==> src/touch_adc_defines.svh <==
`ifndef TOUCH_ADC_DEFINES_SVH
`define TOUCH_ADC_DEFINES_SVH
// ==========================================================
// Register map
`define OFS_CONVERTER_CONTROL 32'h5800_0000
`define OFS_TOUCH_PAD_CONTROL 32'h5800_0004
`define OFS_CONVERSION_DELAY  32'h5800_0008
`define OFS_FIRST_RESULT      32'h5800_000c
`define OFS_SECOND_RESULT     32'h5800_0010
// ==========================================================
// Converter control fields
`define CC_DONE      15
`define CC_DIV_EN    14
`define CC_DIV_HI    13
`define CC_DIV_LO    6
`define CC_CH_HI     5
`define CC_CH_LO     3
`define CC_HALT      2
`define CC_RD_START  1
`define CC_START     0
`define RST_DIV_VAL  8'hff
// ==========================================================
// Touch pad control fields
`define TP_YMINUS    7
`define TP_YPLUS     6
`define TP_XMINUS    5
`define TP_XPLUS     4
`define TP_PULLUP    3
`define TP_AUTO      2
`define TP_MEAS_HI   1
`define TP_MEAS_LO   0
`define RST_TOUCH    9'h058
`define RST_DELAY    16'h00ff
// ==========================================================
// Result fields and timing
`define RES_STYLUS   15
`define RES_AUTO     14
`define RES_MEAS_HI  13
`define RES_MEAS_LO  12
`define CONV_TICKS   3'h5
`define CH_XPLUS     3'h7
`define CH_YPLUS     3'h5
`endif

==> src/touch_adc_pkg.sv <==
package touch_adc_pkg;
   typedef enum logic [1:0] {
      meas_none  = 2'h0,
      meas_x     = 2'h1,
      meas_y     = 2'h2,
      meas_touch = 2'h3
   } measure_e;
   typedef enum logic [2:0] {
      st_idle  = 3'h1,
      st_delay = 3'h2,
      st_conv  = 3'h4
   } conv_state_e;
endpackage : touch_adc_pkg

==> src/touch_adc_control.sv <==
// Behaviour
// - In wait-for-touch mode a stylus press raises the touch interrupt.
// - Halt select bit 2 stops conversion; X and Y results are kept.
// - Control bit 15 is read-only done flag: 0 busy, 1 ended.
// - With start-on-read bit 1 set, a result read while idle starts a conversion, unless halted or in wait-for-touch.
// - Start bit 0 begins a conversion, self-clears; ignored if read-start.
// - Control bit 14 enables the converter clock divider; reset 0.
// - Bits 13:6 hold divider N, clock divided by N+1; reset 0xff.
// - Bits 5:3 pick analog channel 0 to 7; 7 is the X-plus pad.
// - Touch bit 7 drives the Y-minus switch: 1 grounds it; reset 0.
// - Touch bit 6 drives active-low Y-plus switch; reset 1.
// - Touch bit 5 drives the X-minus switch: 1 grounds it; reset 0.
// - Touch bit 4 drives active-low X-plus switch.
// - Touch bit 3 is the inverted X-plus pull-up enable.
// - Touch bit 2 selects normal or automatic X-then-Y measurement.
// - Touch bits 1:0: none, X, Y or wait-for-touch; reset 00.
// - The 16-bit delay field sets the wait before each conversion.
// - After stylus down the delay paces repeated touch interrupts.
// - One conversion takes five converter clock cycles.
// - Automatic mode stores X, then Y, then raises the done interrupt.
// - Result bit 15 shows stylus state: 0 pressed, 1 released.
//
// Register access over APB was chosen for this implementation.
`timescale 1ns/1ns
`include "touch_adc_defines.svh"

module touch_adc_control
   import touch_adc_pkg::*;
(
   input  wire logic        pclk,
   input  wire logic        presetn,
   input  wire logic        psel,
   input  wire logic        penable,
   input  wire logic        pwrite,
   input  wire logic [31:0] paddr,
   input  wire logic [31:0] pwdata,
   output logic      [31:0] prdata,
   output logic             pready,
   output logic             pslverr,
   input  wire logic        stylus_down_n,
   input  wire logic [9:0]  adc_data,
   output logic      [2:0]  adc_channel,
   output logic             adc_start,
   output logic             adc_tick,
   output logic             adc_standby,
   output logic             yminus_drive,
   output logic             yplus_drive_n,
   output logic             xminus_drive,
   output logic             xplus_drive_n,
   output logic             xplus_pullup_n,
   output logic             touch_irq,
   output logic             conv_irq
);

   // ========================================================
   // Registers
   logic        conv_done_flag;
   logic        divider_enable;
   logic [7:0]  divider_value;
   logic [2:0]  channel_select;
   logic        halt_select;
   logic        read_start;
   logic        start_req;
   logic [8:0]  touch_pad_control;
   logic [15:0] conversion_delay;
   logic [9:0]  x_result;
   logic [9:0]  y_result;

   logic        wr_en;
   logic        rd_done;
   logic        launch;
   logic        finish;
   logic        tick;
   logic [7:0]  div_cnt;
   logic [2:0]  tick_cnt;
   logic [15:0] dly_cnt;
   logic [15:0] touch_cnt;
   logic        y_phase;
   logic        stylus_meta;
   logic        stylus_sync;
   logic        stylus_last;
   logic        mapped;
   conv_state_e state;
   measure_e    measure;

   assign measure = measure_e'(touch_pad_control[`TP_MEAS_HI:`TP_MEAS_LO]);

   function automatic logic is_result(input logic [31:0] a);
      is_result = (a == `OFS_FIRST_RESULT) || (a == `OFS_SECOND_RESULT);
   endfunction : is_result

   // ========================================================
   // APB slave: one wait state so read data comes from a flop
   assign wr_en   = psel & penable & pready & pwrite;
   assign rd_done = psel & penable & pready & ~pwrite;
   assign mapped  = (paddr == `OFS_CONVERTER_CONTROL) |
                    (paddr == `OFS_TOUCH_PAD_CONTROL) |
                    (paddr == `OFS_CONVERSION_DELAY) | is_result(paddr);

   always_ff @(posedge pclk or negedge presetn) begin
      if (!presetn) begin
         pready  <= 1'b0;
         pslverr <= 1'b0;
      end else begin
         pready  <= psel & penable & ~pready;
         pslverr <= psel & penable & ~pready & ~mapped;
      end
   end

   always_ff @(posedge pclk or negedge presetn) begin
      if (!presetn) begin
         prdata <= 32'h0;
      end else if (psel && penable && !pready) begin
         prdata <= 32'h0;
         case (paddr)
            `OFS_CONVERTER_CONTROL:
               prdata[15:0] <= {conv_done_flag, divider_enable,
                                divider_value, channel_select,
                                halt_select, read_start, start_req};
            `OFS_TOUCH_PAD_CONTROL: prdata[8:0] <= touch_pad_control;
            `OFS_CONVERSION_DELAY:  prdata[15:0] <= conversion_delay;
            `OFS_FIRST_RESULT:
               prdata[15:0] <= {stylus_sync, touch_pad_control[2:0],
                                2'h0, x_result};
            `OFS_SECOND_RESULT:
               prdata[15:0] <= {stylus_sync, touch_pad_control[2:0],
                                2'h0, y_result};
            default: prdata <= 32'h0;
         endcase
      end
   end

   // ========================================================
   // Control registers
   always_ff @(posedge pclk or negedge presetn) begin
      if (!presetn) begin
         divider_enable <= 1'b0;
         divider_value  <= `RST_DIV_VAL;
         channel_select <= 3'h0;
         halt_select    <= 1'b0;
         read_start     <= 1'b0;
      end else if (wr_en && paddr == `OFS_CONVERTER_CONTROL) begin
         divider_enable <= pwdata[`CC_DIV_EN];
         divider_value  <= pwdata[`CC_DIV_HI:`CC_DIV_LO];
         channel_select <= pwdata[`CC_CH_HI:`CC_CH_LO];
         halt_select    <= pwdata[`CC_HALT];
         read_start     <= pwdata[`CC_RD_START];
      end
   end

   // Write-1 request; launch clears it, a fresh write wins
   always_ff @(posedge pclk or negedge presetn) begin
      if (!presetn) begin
         start_req <= 1'b0;
      end else if (wr_en && paddr == `OFS_CONVERTER_CONTROL &&
                   pwdata[`CC_START] && !pwdata[`CC_RD_START]) begin
         start_req <= 1'b1;
      end else if (launch || read_start) begin
         start_req <= 1'b0;
      end
   end

   always_ff @(posedge pclk or negedge presetn) begin
      if (!presetn) begin
         touch_pad_control <= `RST_TOUCH;
         conversion_delay  <= `RST_DELAY;
      end else if (wr_en) begin
         if (paddr == `OFS_TOUCH_PAD_CONTROL)
            touch_pad_control <= pwdata[8:0];
         if (paddr == `OFS_CONVERSION_DELAY)
            conversion_delay <= pwdata[15:0];
      end
   end

   // ========================================================
   // Converter clock divider
   always_ff @(posedge pclk or negedge presetn) begin
      if (!presetn) begin
         div_cnt <= 8'h0;
         tick    <= 1'b0;
      end else if (!divider_enable || halt_select) begin
         div_cnt <= 8'h0;
         tick    <= 1'b0;
      end else if (div_cnt >= divider_value) begin
         div_cnt <= 8'h0;
         tick    <= 1'b1;
      end else begin
         div_cnt <= div_cnt + 8'h1;
         tick    <= 1'b0;
      end
   end

   // ========================================================
   // Conversion sequencer
   assign launch = (state == st_idle) && !halt_select &&
                   measure != meas_touch &&
                   (start_req || (read_start && rd_done &&
                                  is_result(paddr)));
   assign finish = (state == st_conv) && tick &&
                   tick_cnt == `CONV_TICKS - 3'h1;

   always_ff @(posedge pclk or negedge presetn) begin
      if (!presetn) begin
         state    <= st_idle;
         dly_cnt  <= 16'h0;
         tick_cnt <= 3'h0;
         y_phase  <= 1'b0;
      end else if (halt_select) begin
         state <= st_idle;
      end else begin
         case (state)
            st_idle: begin
               if (launch) begin
                  state   <= st_delay;
                  dly_cnt <= 16'h0;
                  y_phase <= 1'b0;
               end
            end
            st_delay: begin
               if (dly_cnt >= conversion_delay) begin
                  state    <= st_conv;
                  tick_cnt <= 3'h0;
               end else begin
                  dly_cnt <= dly_cnt + 16'h1;
               end
            end
            st_conv: begin
               if (tick)
                  tick_cnt <= tick_cnt + 3'h1;
               if (finish) begin
                  if (touch_pad_control[`TP_AUTO] && !y_phase) begin
                     state   <= st_delay;
                     dly_cnt <= 16'h0;
                     y_phase <= 1'b1;
                  end else begin
                     state <= st_idle;
                  end
               end
            end
            default: state <= st_idle;
         endcase
      end
   end

   // Results hold their value while halted
   always_ff @(posedge pclk or negedge presetn) begin
      if (!presetn) begin
         x_result <= 10'h0;
         y_result <= 10'h0;
      end else if (finish && !halt_select) begin
         if (touch_pad_control[`TP_AUTO] && y_phase)
            y_result <= adc_data;
         else
            x_result <= adc_data;
      end
   end

   always_ff @(posedge pclk or negedge presetn) begin
      if (!presetn) begin
         conv_done_flag <= 1'b0;
         conv_irq       <= 1'b0;
      end else begin
         conv_irq <= 1'b0;
         if (launch) begin
            conv_done_flag <= 1'b0;
         end else if (finish && !halt_select &&
                      (!touch_pad_control[`TP_AUTO] || y_phase)) begin
            conv_done_flag <= 1'b1;
            conv_irq       <= 1'b1;
         end
      end
   end

   // ========================================================
   // Stylus detect and touch interrupt pacing
   always_ff @(posedge pclk or negedge presetn) begin
      if (!presetn) begin
         stylus_meta <= 1'b1;
         stylus_sync <= 1'b1;
         stylus_last <= 1'b1;
      end else begin
         stylus_meta <= stylus_down_n;
         stylus_sync <= stylus_meta;
         stylus_last <= stylus_sync;
      end
   end

   always_ff @(posedge pclk or negedge presetn) begin
      if (!presetn) begin
         touch_irq <= 1'b0;
         touch_cnt <= 16'h0;
      end else begin
         touch_irq <= 1'b0;
         if (measure != meas_touch || stylus_sync) begin
            touch_cnt <= 16'h0;
         end else if (stylus_last) begin
            touch_irq <= 1'b1;
            touch_cnt <= 16'h0;
         end else if (touch_cnt >= conversion_delay) begin
            touch_irq <= 1'b1;
            touch_cnt <= 16'h0;
         end else begin
            touch_cnt <= touch_cnt + 16'h1;
         end
      end
   end

   // ========================================================
   // Pad switches and converter controls; automatic mode
   // overrides the pad bits per phase
   always_ff @(posedge pclk or negedge presetn) begin
      if (!presetn) begin
         yminus_drive   <= 1'b0;
         yplus_drive_n  <= 1'b1;
         xminus_drive   <= 1'b0;
         xplus_drive_n  <= 1'b1;
         xplus_pullup_n <= 1'b1;
         adc_channel    <= 3'h0;
      end else if (touch_pad_control[`TP_AUTO] && state != st_idle) begin
         yminus_drive   <= y_phase;
         yplus_drive_n  <= ~y_phase;
         xminus_drive   <= ~y_phase;
         xplus_drive_n  <= y_phase;
         xplus_pullup_n <= 1'b1;
         adc_channel    <= y_phase ? `CH_XPLUS : `CH_YPLUS;
      end else begin
         yminus_drive   <= touch_pad_control[`TP_YMINUS];
         yplus_drive_n  <= touch_pad_control[`TP_YPLUS];
         xminus_drive   <= touch_pad_control[`TP_XMINUS];
         xplus_drive_n  <= touch_pad_control[`TP_XPLUS];
         xplus_pullup_n <= touch_pad_control[`TP_PULLUP];
         adc_channel    <= channel_select;
      end
   end

   always_ff @(posedge pclk or negedge presetn) begin
      if (!presetn) begin
         adc_start   <= 1'b0;
         adc_tick    <= 1'b0;
         adc_standby <= 1'b0;
      end else begin
         adc_start   <= (state == st_delay) &&
                        dly_cnt >= conversion_delay;
         adc_tick    <= tick && state == st_conv;
         adc_standby <= halt_select;
      end
   end
endmodule : touch_adc_control

==> config.mk <==
export PLATFORM = sky130hd
export DESIGN_NAME = touch_adc_control
export DESIGN_NICKNAME = d
export VERILOG_FILES = /design/src/touch_adc_pkg.sv /design/src/touch_adc_control.sv
export VERILOG_INCLUDE_DIRS = /design/src
export SDC_FILE = /design/constraint.sdc
export NUM_CORES = 1
export LEC_CHECK = 0
export ABC_AREA = 1
export BUFFER_PORTS_ARGS = -buffer_cell sky130_fd_sc_hd__buf_2
export CORE_MARGIN = 8
export CORE_UTILIZATION = 40
export CTS_BUF_LIST = sky130_fd_sc_hd__clkbuf_4
export CTS_CLUSTER_DIAMETER = 60
export DETAILED_ROUTE_END_ITERATION = 8
export HOLD_SLACK_MARGIN = 0.03
export SLEW_MARGIN = 20
export SYNTH_ARGS = -nofsm -noshare
export SYNTH_HDL_FRONTEND = slang
export SYNTH_SLANG_ARGS = --single-unit
==> constraint.sdc <==
create_clock -name pclk -period 2.9 [get_ports pclk]
set_input_delay 0.145 -clock pclk [delete_from_list [all_inputs] [get_ports pclk]]
set_output_delay 0.145 -clock pclk [all_outputs]
set_load 0.02 [all_outputs]
[After elaboration in Yosys (flattened, before gate mapping)]
Index checks and enable logic that the tools add are counted.
Word-level totals
  output and inout bits: 47
  register bits: 143
  word-level logic and storage cells: 163
  input bits: 80
Operators by class
  bitwise gates (word level): 15
  add/subtract/negate cells: 4
  order comparisons: 3
  reduce and logical (&&, ||, !) cells: 43
  mux-type cells: 43
  equality and inequality tests: 20
Operators with widths (count)
  32-bit by 31-bit == test with 1-bit output (second input constant): 5
  16-bit 2-to-1 mux: 7
  16-bit one-hot mux with 3 select lines: 1
  9-bit one-hot mux with 5 select lines: 1
  16-bit by 1-bit adder with 16-bit output (second input constant): 2
  16-bit greater-or-equal comparator: 2
  7-bit one-hot mux with 4 select lines: 1
  3-bit 2-to-1 mux: 7
  1-bit 2-to-1 mux: 19
  1-bit logical AND: 18
  8-bit 2-to-1 mux: 2
  2-bit != test (second input constant): 7
  3-bit != test (second input constant): 3
  3-bit one-hot mux with 3 select lines: 1
  8-bit by 1-bit adder with 8-bit output (second input constant): 1
  8-bit greater-or-equal comparator: 1
  2-bit AND reduction: 4
  2-bit nonzero test: 4
  1-bit AND: 6
  3-bit == test (second input constant): 2
  1-bit logical NOT: 6
  1-bit logical OR: 6
  1-bit NOT: 6
  3-bit one-hot mux with 2 select lines: 1
  other kinds (12): 15

[Logic depth before layout (Yosys ltp)]
  depth after elaboration: 10
  mapped depth: 17
  mapped depth without buffers: 16

[Worst setup path before layout]
No wires, ideal clock.
  path type: register to register
  start point: register conversion_delay[7]
  end point: register dly_cnt[9]
  setup slack: 0.800 ns
  required time: 2.784 ns
  arrival: 1.984 ns
  stages on the path, launching flop included: 18
  buffers on the path: 1
  path through: dfstp_2 inv_1 ha_1 nand2_1 nor2_1 nand2_1 nand2_1 nor2_1 nand2_1 nand2_1 nand2_1 nand2_1 inv_2 nor2_4 nand2_8 buf_12 nand2_2 nand2_2
On the way
  cells in the longest elaborated chain, start to end: 3
Ends and longest elaborated chain
  start, declared: line touch_adc_control.sv:65  | logic [15:0] conversion_delay;
  start signal, assigned: line touch_adc_control.sv:166  | conversion_delay <= `RST_DELAY;
  start signal, assigned: line touch_adc_control.sv:171  | conversion_delay <= pwdata[15:0];
  16-bit greater-or-equal comparator: line touch_adc_control.sv:220  | if (dly_cnt >= conversion_delay) begin
  2-bit != test (no line)
  6-bit AND reduction (no line)
  end signal, assigned: line touch_adc_control.sv:224  | dly_cnt <= dly_cnt + 16'h1;
  end, declared: line touch_adc_control.sv:76  | logic [15:0] dly_cnt;
No other way between the ends.
A chain may end at the register's enable or synchronous reset.

[Worst setup path in the final report]
  start point: register conversion_delay[7]
  end point: register dly_cnt[6]
Same word-level chain as after synthesis.

==> impl_metrics.py <==
metrics = {
    "logic_synthesis": {
        "synthArstFlopShare_pct": 100,
        "ys.flop_type": "dfrtp_1",
        "synth.cell_area_um2": 8020,
        "yosys_warnings": 0,
        "muxShareOfSynthArea_pct": 0.140,
        "ys_ff_latch": 143,
        "synth_edf_count": 0,
        "synth-xor-area-share_pct": 1.86,
        "yosys.area_share.simple_pct": 27.2,
        "ys_types": 47,
        "synth_fa_ha_area_share_pct": 7.02,
        "synth_top_family_by_area": "simple AND/OR/NAND/NOR gates",
        "synth_compound_area_share_pct": 9.79,
        "avgSynthCellArea_um2": 8.02,
        "yosysSeqAreaShare_pct": 45.0,
        "synth_cells": 1000,
    },
    "sta": {
        "whs_ns": 0.0768,
        "hold_viol": 0,
        "tightest_slew_ns": 0.743,
        "finalSetupTns_ns": 0,
        "fin_skew_ns": 0.0276,
        "setup_viol": 0,
        "report.final.slew_viol_count": 0,
        "max_freq_ghz": 0.430,
        "fin_crit_sh_pct": 80.2,
        "rsz0062_at_grt": "no",
        "setup_slack_ns": 0.573,
        "fin_crit_ns": 2.33,
        "slew_headroom_pct": 50.4,
    },
    "placement": {
        "numPortBuffers": 94,
        "dp_hpwl_um": 15800,
        "placed_area_um2": 8750,
        "post-place-ws_ns": 0.587,
        "place.gp.congestion": 0.814,
    },
    "min_path": {
        "hold_path_class": "in2reg",
        "hold_path_depth": 4,
    },
    "finish": {
        "final_layout_size_suffix_gt1_share_pct": 18.6,
        "design_area_um2": 9330,
        "syn_to_final_growth_pct": 16.3,
        "layout.nets": 1256,
    },
    "power": {
        "cellPowerDensity_nw_per_um2": 382,
        "ir_drop_mv": 0.274,
        "leakage_nw": 4.69,
        "power_mw": 3.57,
    },
    "floorplanning": {
        "ios": 127,
        "initial_utilization_pct": 40.2,
        "fp.dieH_um": 158,
        "rows": 52,
        "core_area_um2": 20000,
        "die_w_um": 158,
        "die_area_um2": 24800,
    },
    "setup_path": {
        "cp_top_family": "simple AND/OR/NAND/NOR gates",
        "worstPathMaxFanout": 10,
        "max_stage_delay_ns": 0.56,
        "setup.worst_path.start_class": "flip-flop",
        "critical_path.most_common_cell": "nand2_1",
        "crit_type": "reg2reg",
        "end_kind": "flip-flop",
        "slowest_stage": "dfstp_2",
        "rr_worst_depth": 14,
        "worst-path-stages": 14,
        "path_cells": "inv_1 -> ha_1 -> nand2_1 -> nor2_1 -> nand2_1 -> nand2_1 -> nor2_1 -> nand2_1 -> nand2_1 -> nand2_1 -> nor2_4 -> nand2_1 -> or2_2 -> nand2_1",
        "cp_num_buf_inv": 1,
        "critPathArrivalTime_ns": 2.81,
        "cp.required_ns": 3.39,
    },
    "grt": {
        "antenna_found_initial": 1,
        "gr-usage-all-layers_pct": 17.5,
        "grt_max_degree": 68,
        "gr-total-overflow": 0,
        "grt_pass1_wl_um": 34000,
        "first_global_vias": 6663,
    },
    "run_status": {
        "status": "finished clean",
    },
    "cts": {
        "cts_inserted_buffers": 17,
        "cts.sinks": 143,
        "worstSkewPairLatency_ns": 0.56,
        "cts.path.max_buffers": 2,
        "clk_pin_slew_ns": 0.13,
        "cts_root_buffer": "clkbuf_4",
        "cts_tree": "built",
        "post_cts_resized": 0,
        "htree_levels": 4,
    },
    "drt": {
        "wl_per_cell_um": 14.8,
        "drc": 0,
        "drt_iter0_drc": 396,
        "ant_nets": 0,
        "via_per_inst": 4.81,
        "drtPass1Iterations": 5,
        "vias": 6811,
        "drt_wl_total_um": 20900,
    },
    "job": {
        "maxCapViolCount": 0,
    },
}
==> sequential cells by signal (all words and copies together), names as in the netlist, 9 cells and up <==
signal             flops
touch_pad_control      9
y_result              10
touch_cnt             16
conversion_delay      16
prdata                16
dly_cnt               16
x_result              10
==> worst min-delay path, delay by kind of cell <==
kind	cells	cell delay, ns
buffers and inverters	3	0.39
AND/OR/NAND/NOR	1	0.04
==> stage by stage <==
| stage | util [%] | cells |
|---|---|---|
| 6_report | 46.7 | 1416 |
| 5_1_grt | 46.7 | 1416 |
| 4_1_cts | 46.7 | 1414 |
| 3_5_place_dp | 43.8 | 1352 |
| 3_3_place_gp | 43.8 | 1352 |
| 2_1_floorplan | - | 1015 |
==> cell usage after synthesis (3+ instances only) <==
master | count | area share (%)
xor2_1 | 13 | 1.4
dfstp_2 | 26 | 8.5
nor4_1 | 4 | 0.31
ha_1 | 45 | 7.0
o21bai_1 | 4 | 0.37
nand2_2 | 25 | 1.9
xnor2_1 | 4 | 0.44
buf_2 | 6 | 0.37
inv_2 | 5 | 0.23
a21oi_1 | 40 | 2.5
nand2_1 | 230 | 11
a211oi_1 | 4 | 0.37
inv_1 | 125 | 5.8
o211ai_1 | 4 | 0.37
nor2_4 | 4 | 0.56
o21ai_1 | 15 | 0.94
nand4_1 | 14 | 1.1
nor3_1 | 19 | 1.2
o22ai_1 | 3 | 0.23
nor2_2 | 5 | 0.39
clkbuf_1 | 12 | 0.56
nor2_1 | 86 | 4.0
nand3_1 | 76 | 4.7
o21ai_0 | 66 | 4.1
buf_4 | 16 | 1.5
or2_2 | 5 | 0.39
clkinv_1 | 3 | 0.14
dfrtp_1 | 117 | 36
==> where the power goes <==
part	switching (mW)	internal, mW	total (mW)	leakage, nW
registers	0.0167	2.02	2.04	1.77
logic	0.163	0.0976	0.261	2.76
clock network	0.725	0.546	1.27	0.149
total	0.905	2.66	3.57	4.69
==> final timing paths <==
check	startpoint	endpoint	slack (ns)
min reg2reg	stylus_meta$_DFF_PN1_	stylus_sync$_DFF_PN1_	0.36
min	psel	pready$_DFF_PN0_	0.08
max	conversion_delay[7]$_DFFE_PN1P_	dly_cnt[6]$_DFFE_PN0P_	0.57
max reg2reg	conversion_delay[7]$_DFFE_PN1P_	dly_cnt[6]$_DFFE_PN0P_	0.57
max in group asynchronous	presetn	prdata[10]$_DFFE_PN0P_	0.98
min in group asynchronous	presetn	touch_cnt[14]$_DFF_PN0_	0.57
==> logic make-up after synthesis <==
family,count (synthesis)
AO/OA/AOI/OAI,144
XOR/XNOR,17
adder cells (fa/ha/maj),45
buffers and inverters,168
flip-flops,143
multiplexers,1
other,1
AND/OR/NAND/NOR,481
==> metal layers <==
| layer | vias to the layer above | wire length [um] | GRT usage, % |
|---|---|---|---|
| met5 | - | 0 | 0 |
| met4 | 0 | 288 | 5.03 |
| met3 | 19 | 916 | 3.52 |
| met2 | 130 | 9960 | 28.2 |
| met1 | 3195 | 9770 | 23.4 |
| li1 | 3467 | - | - |
==> final cells by class <==
cell class	count	area, um^2
Clock buffer	21	158
Tap cell	270	338
Antenna cell	2	5.00
Clock inverter	11	119
Timing Repair Buffer	132	850
Inverter	133	499
Fill cell	2027	10600
Multi-Input combinational cell	704	3750
Sequential cell	143	3610
==> repair_timing <==
item                                   4_1_cts  5_1_grt
endpoints found under the hold margin      186        0
hold buffers                                30        0
buffers inserted                             0        0
==> cells in the final DEF (no fill, tap or decap), types with 3 or more instances in the layout <==
cell type,n
nand2_2,25
nor2_2,5
nand3_1,76
o21ai_1,15
clkbuf_4,21
buf_2,93
or2_2,5
nor2_4,4
dfrtp_1,117
o22ai_1,3
xnor2_1,4
nand4_1,14
inv_1,125
xor2_1,13
a211oi_1,4
a21oi_1,40
nor4_1,4
nor3_1,19
ha_1,45
o21bai_1,4
inv_2,5
o21ai_0,66
o211ai_1,4
clkinv_1,5
nor2_1,86
nand2_1,230
buf_4,7
conb_1,16
dfstp_2,26
dlygate4sd3_1,30
Note: power is estimated with default switching activity, not from simulation.
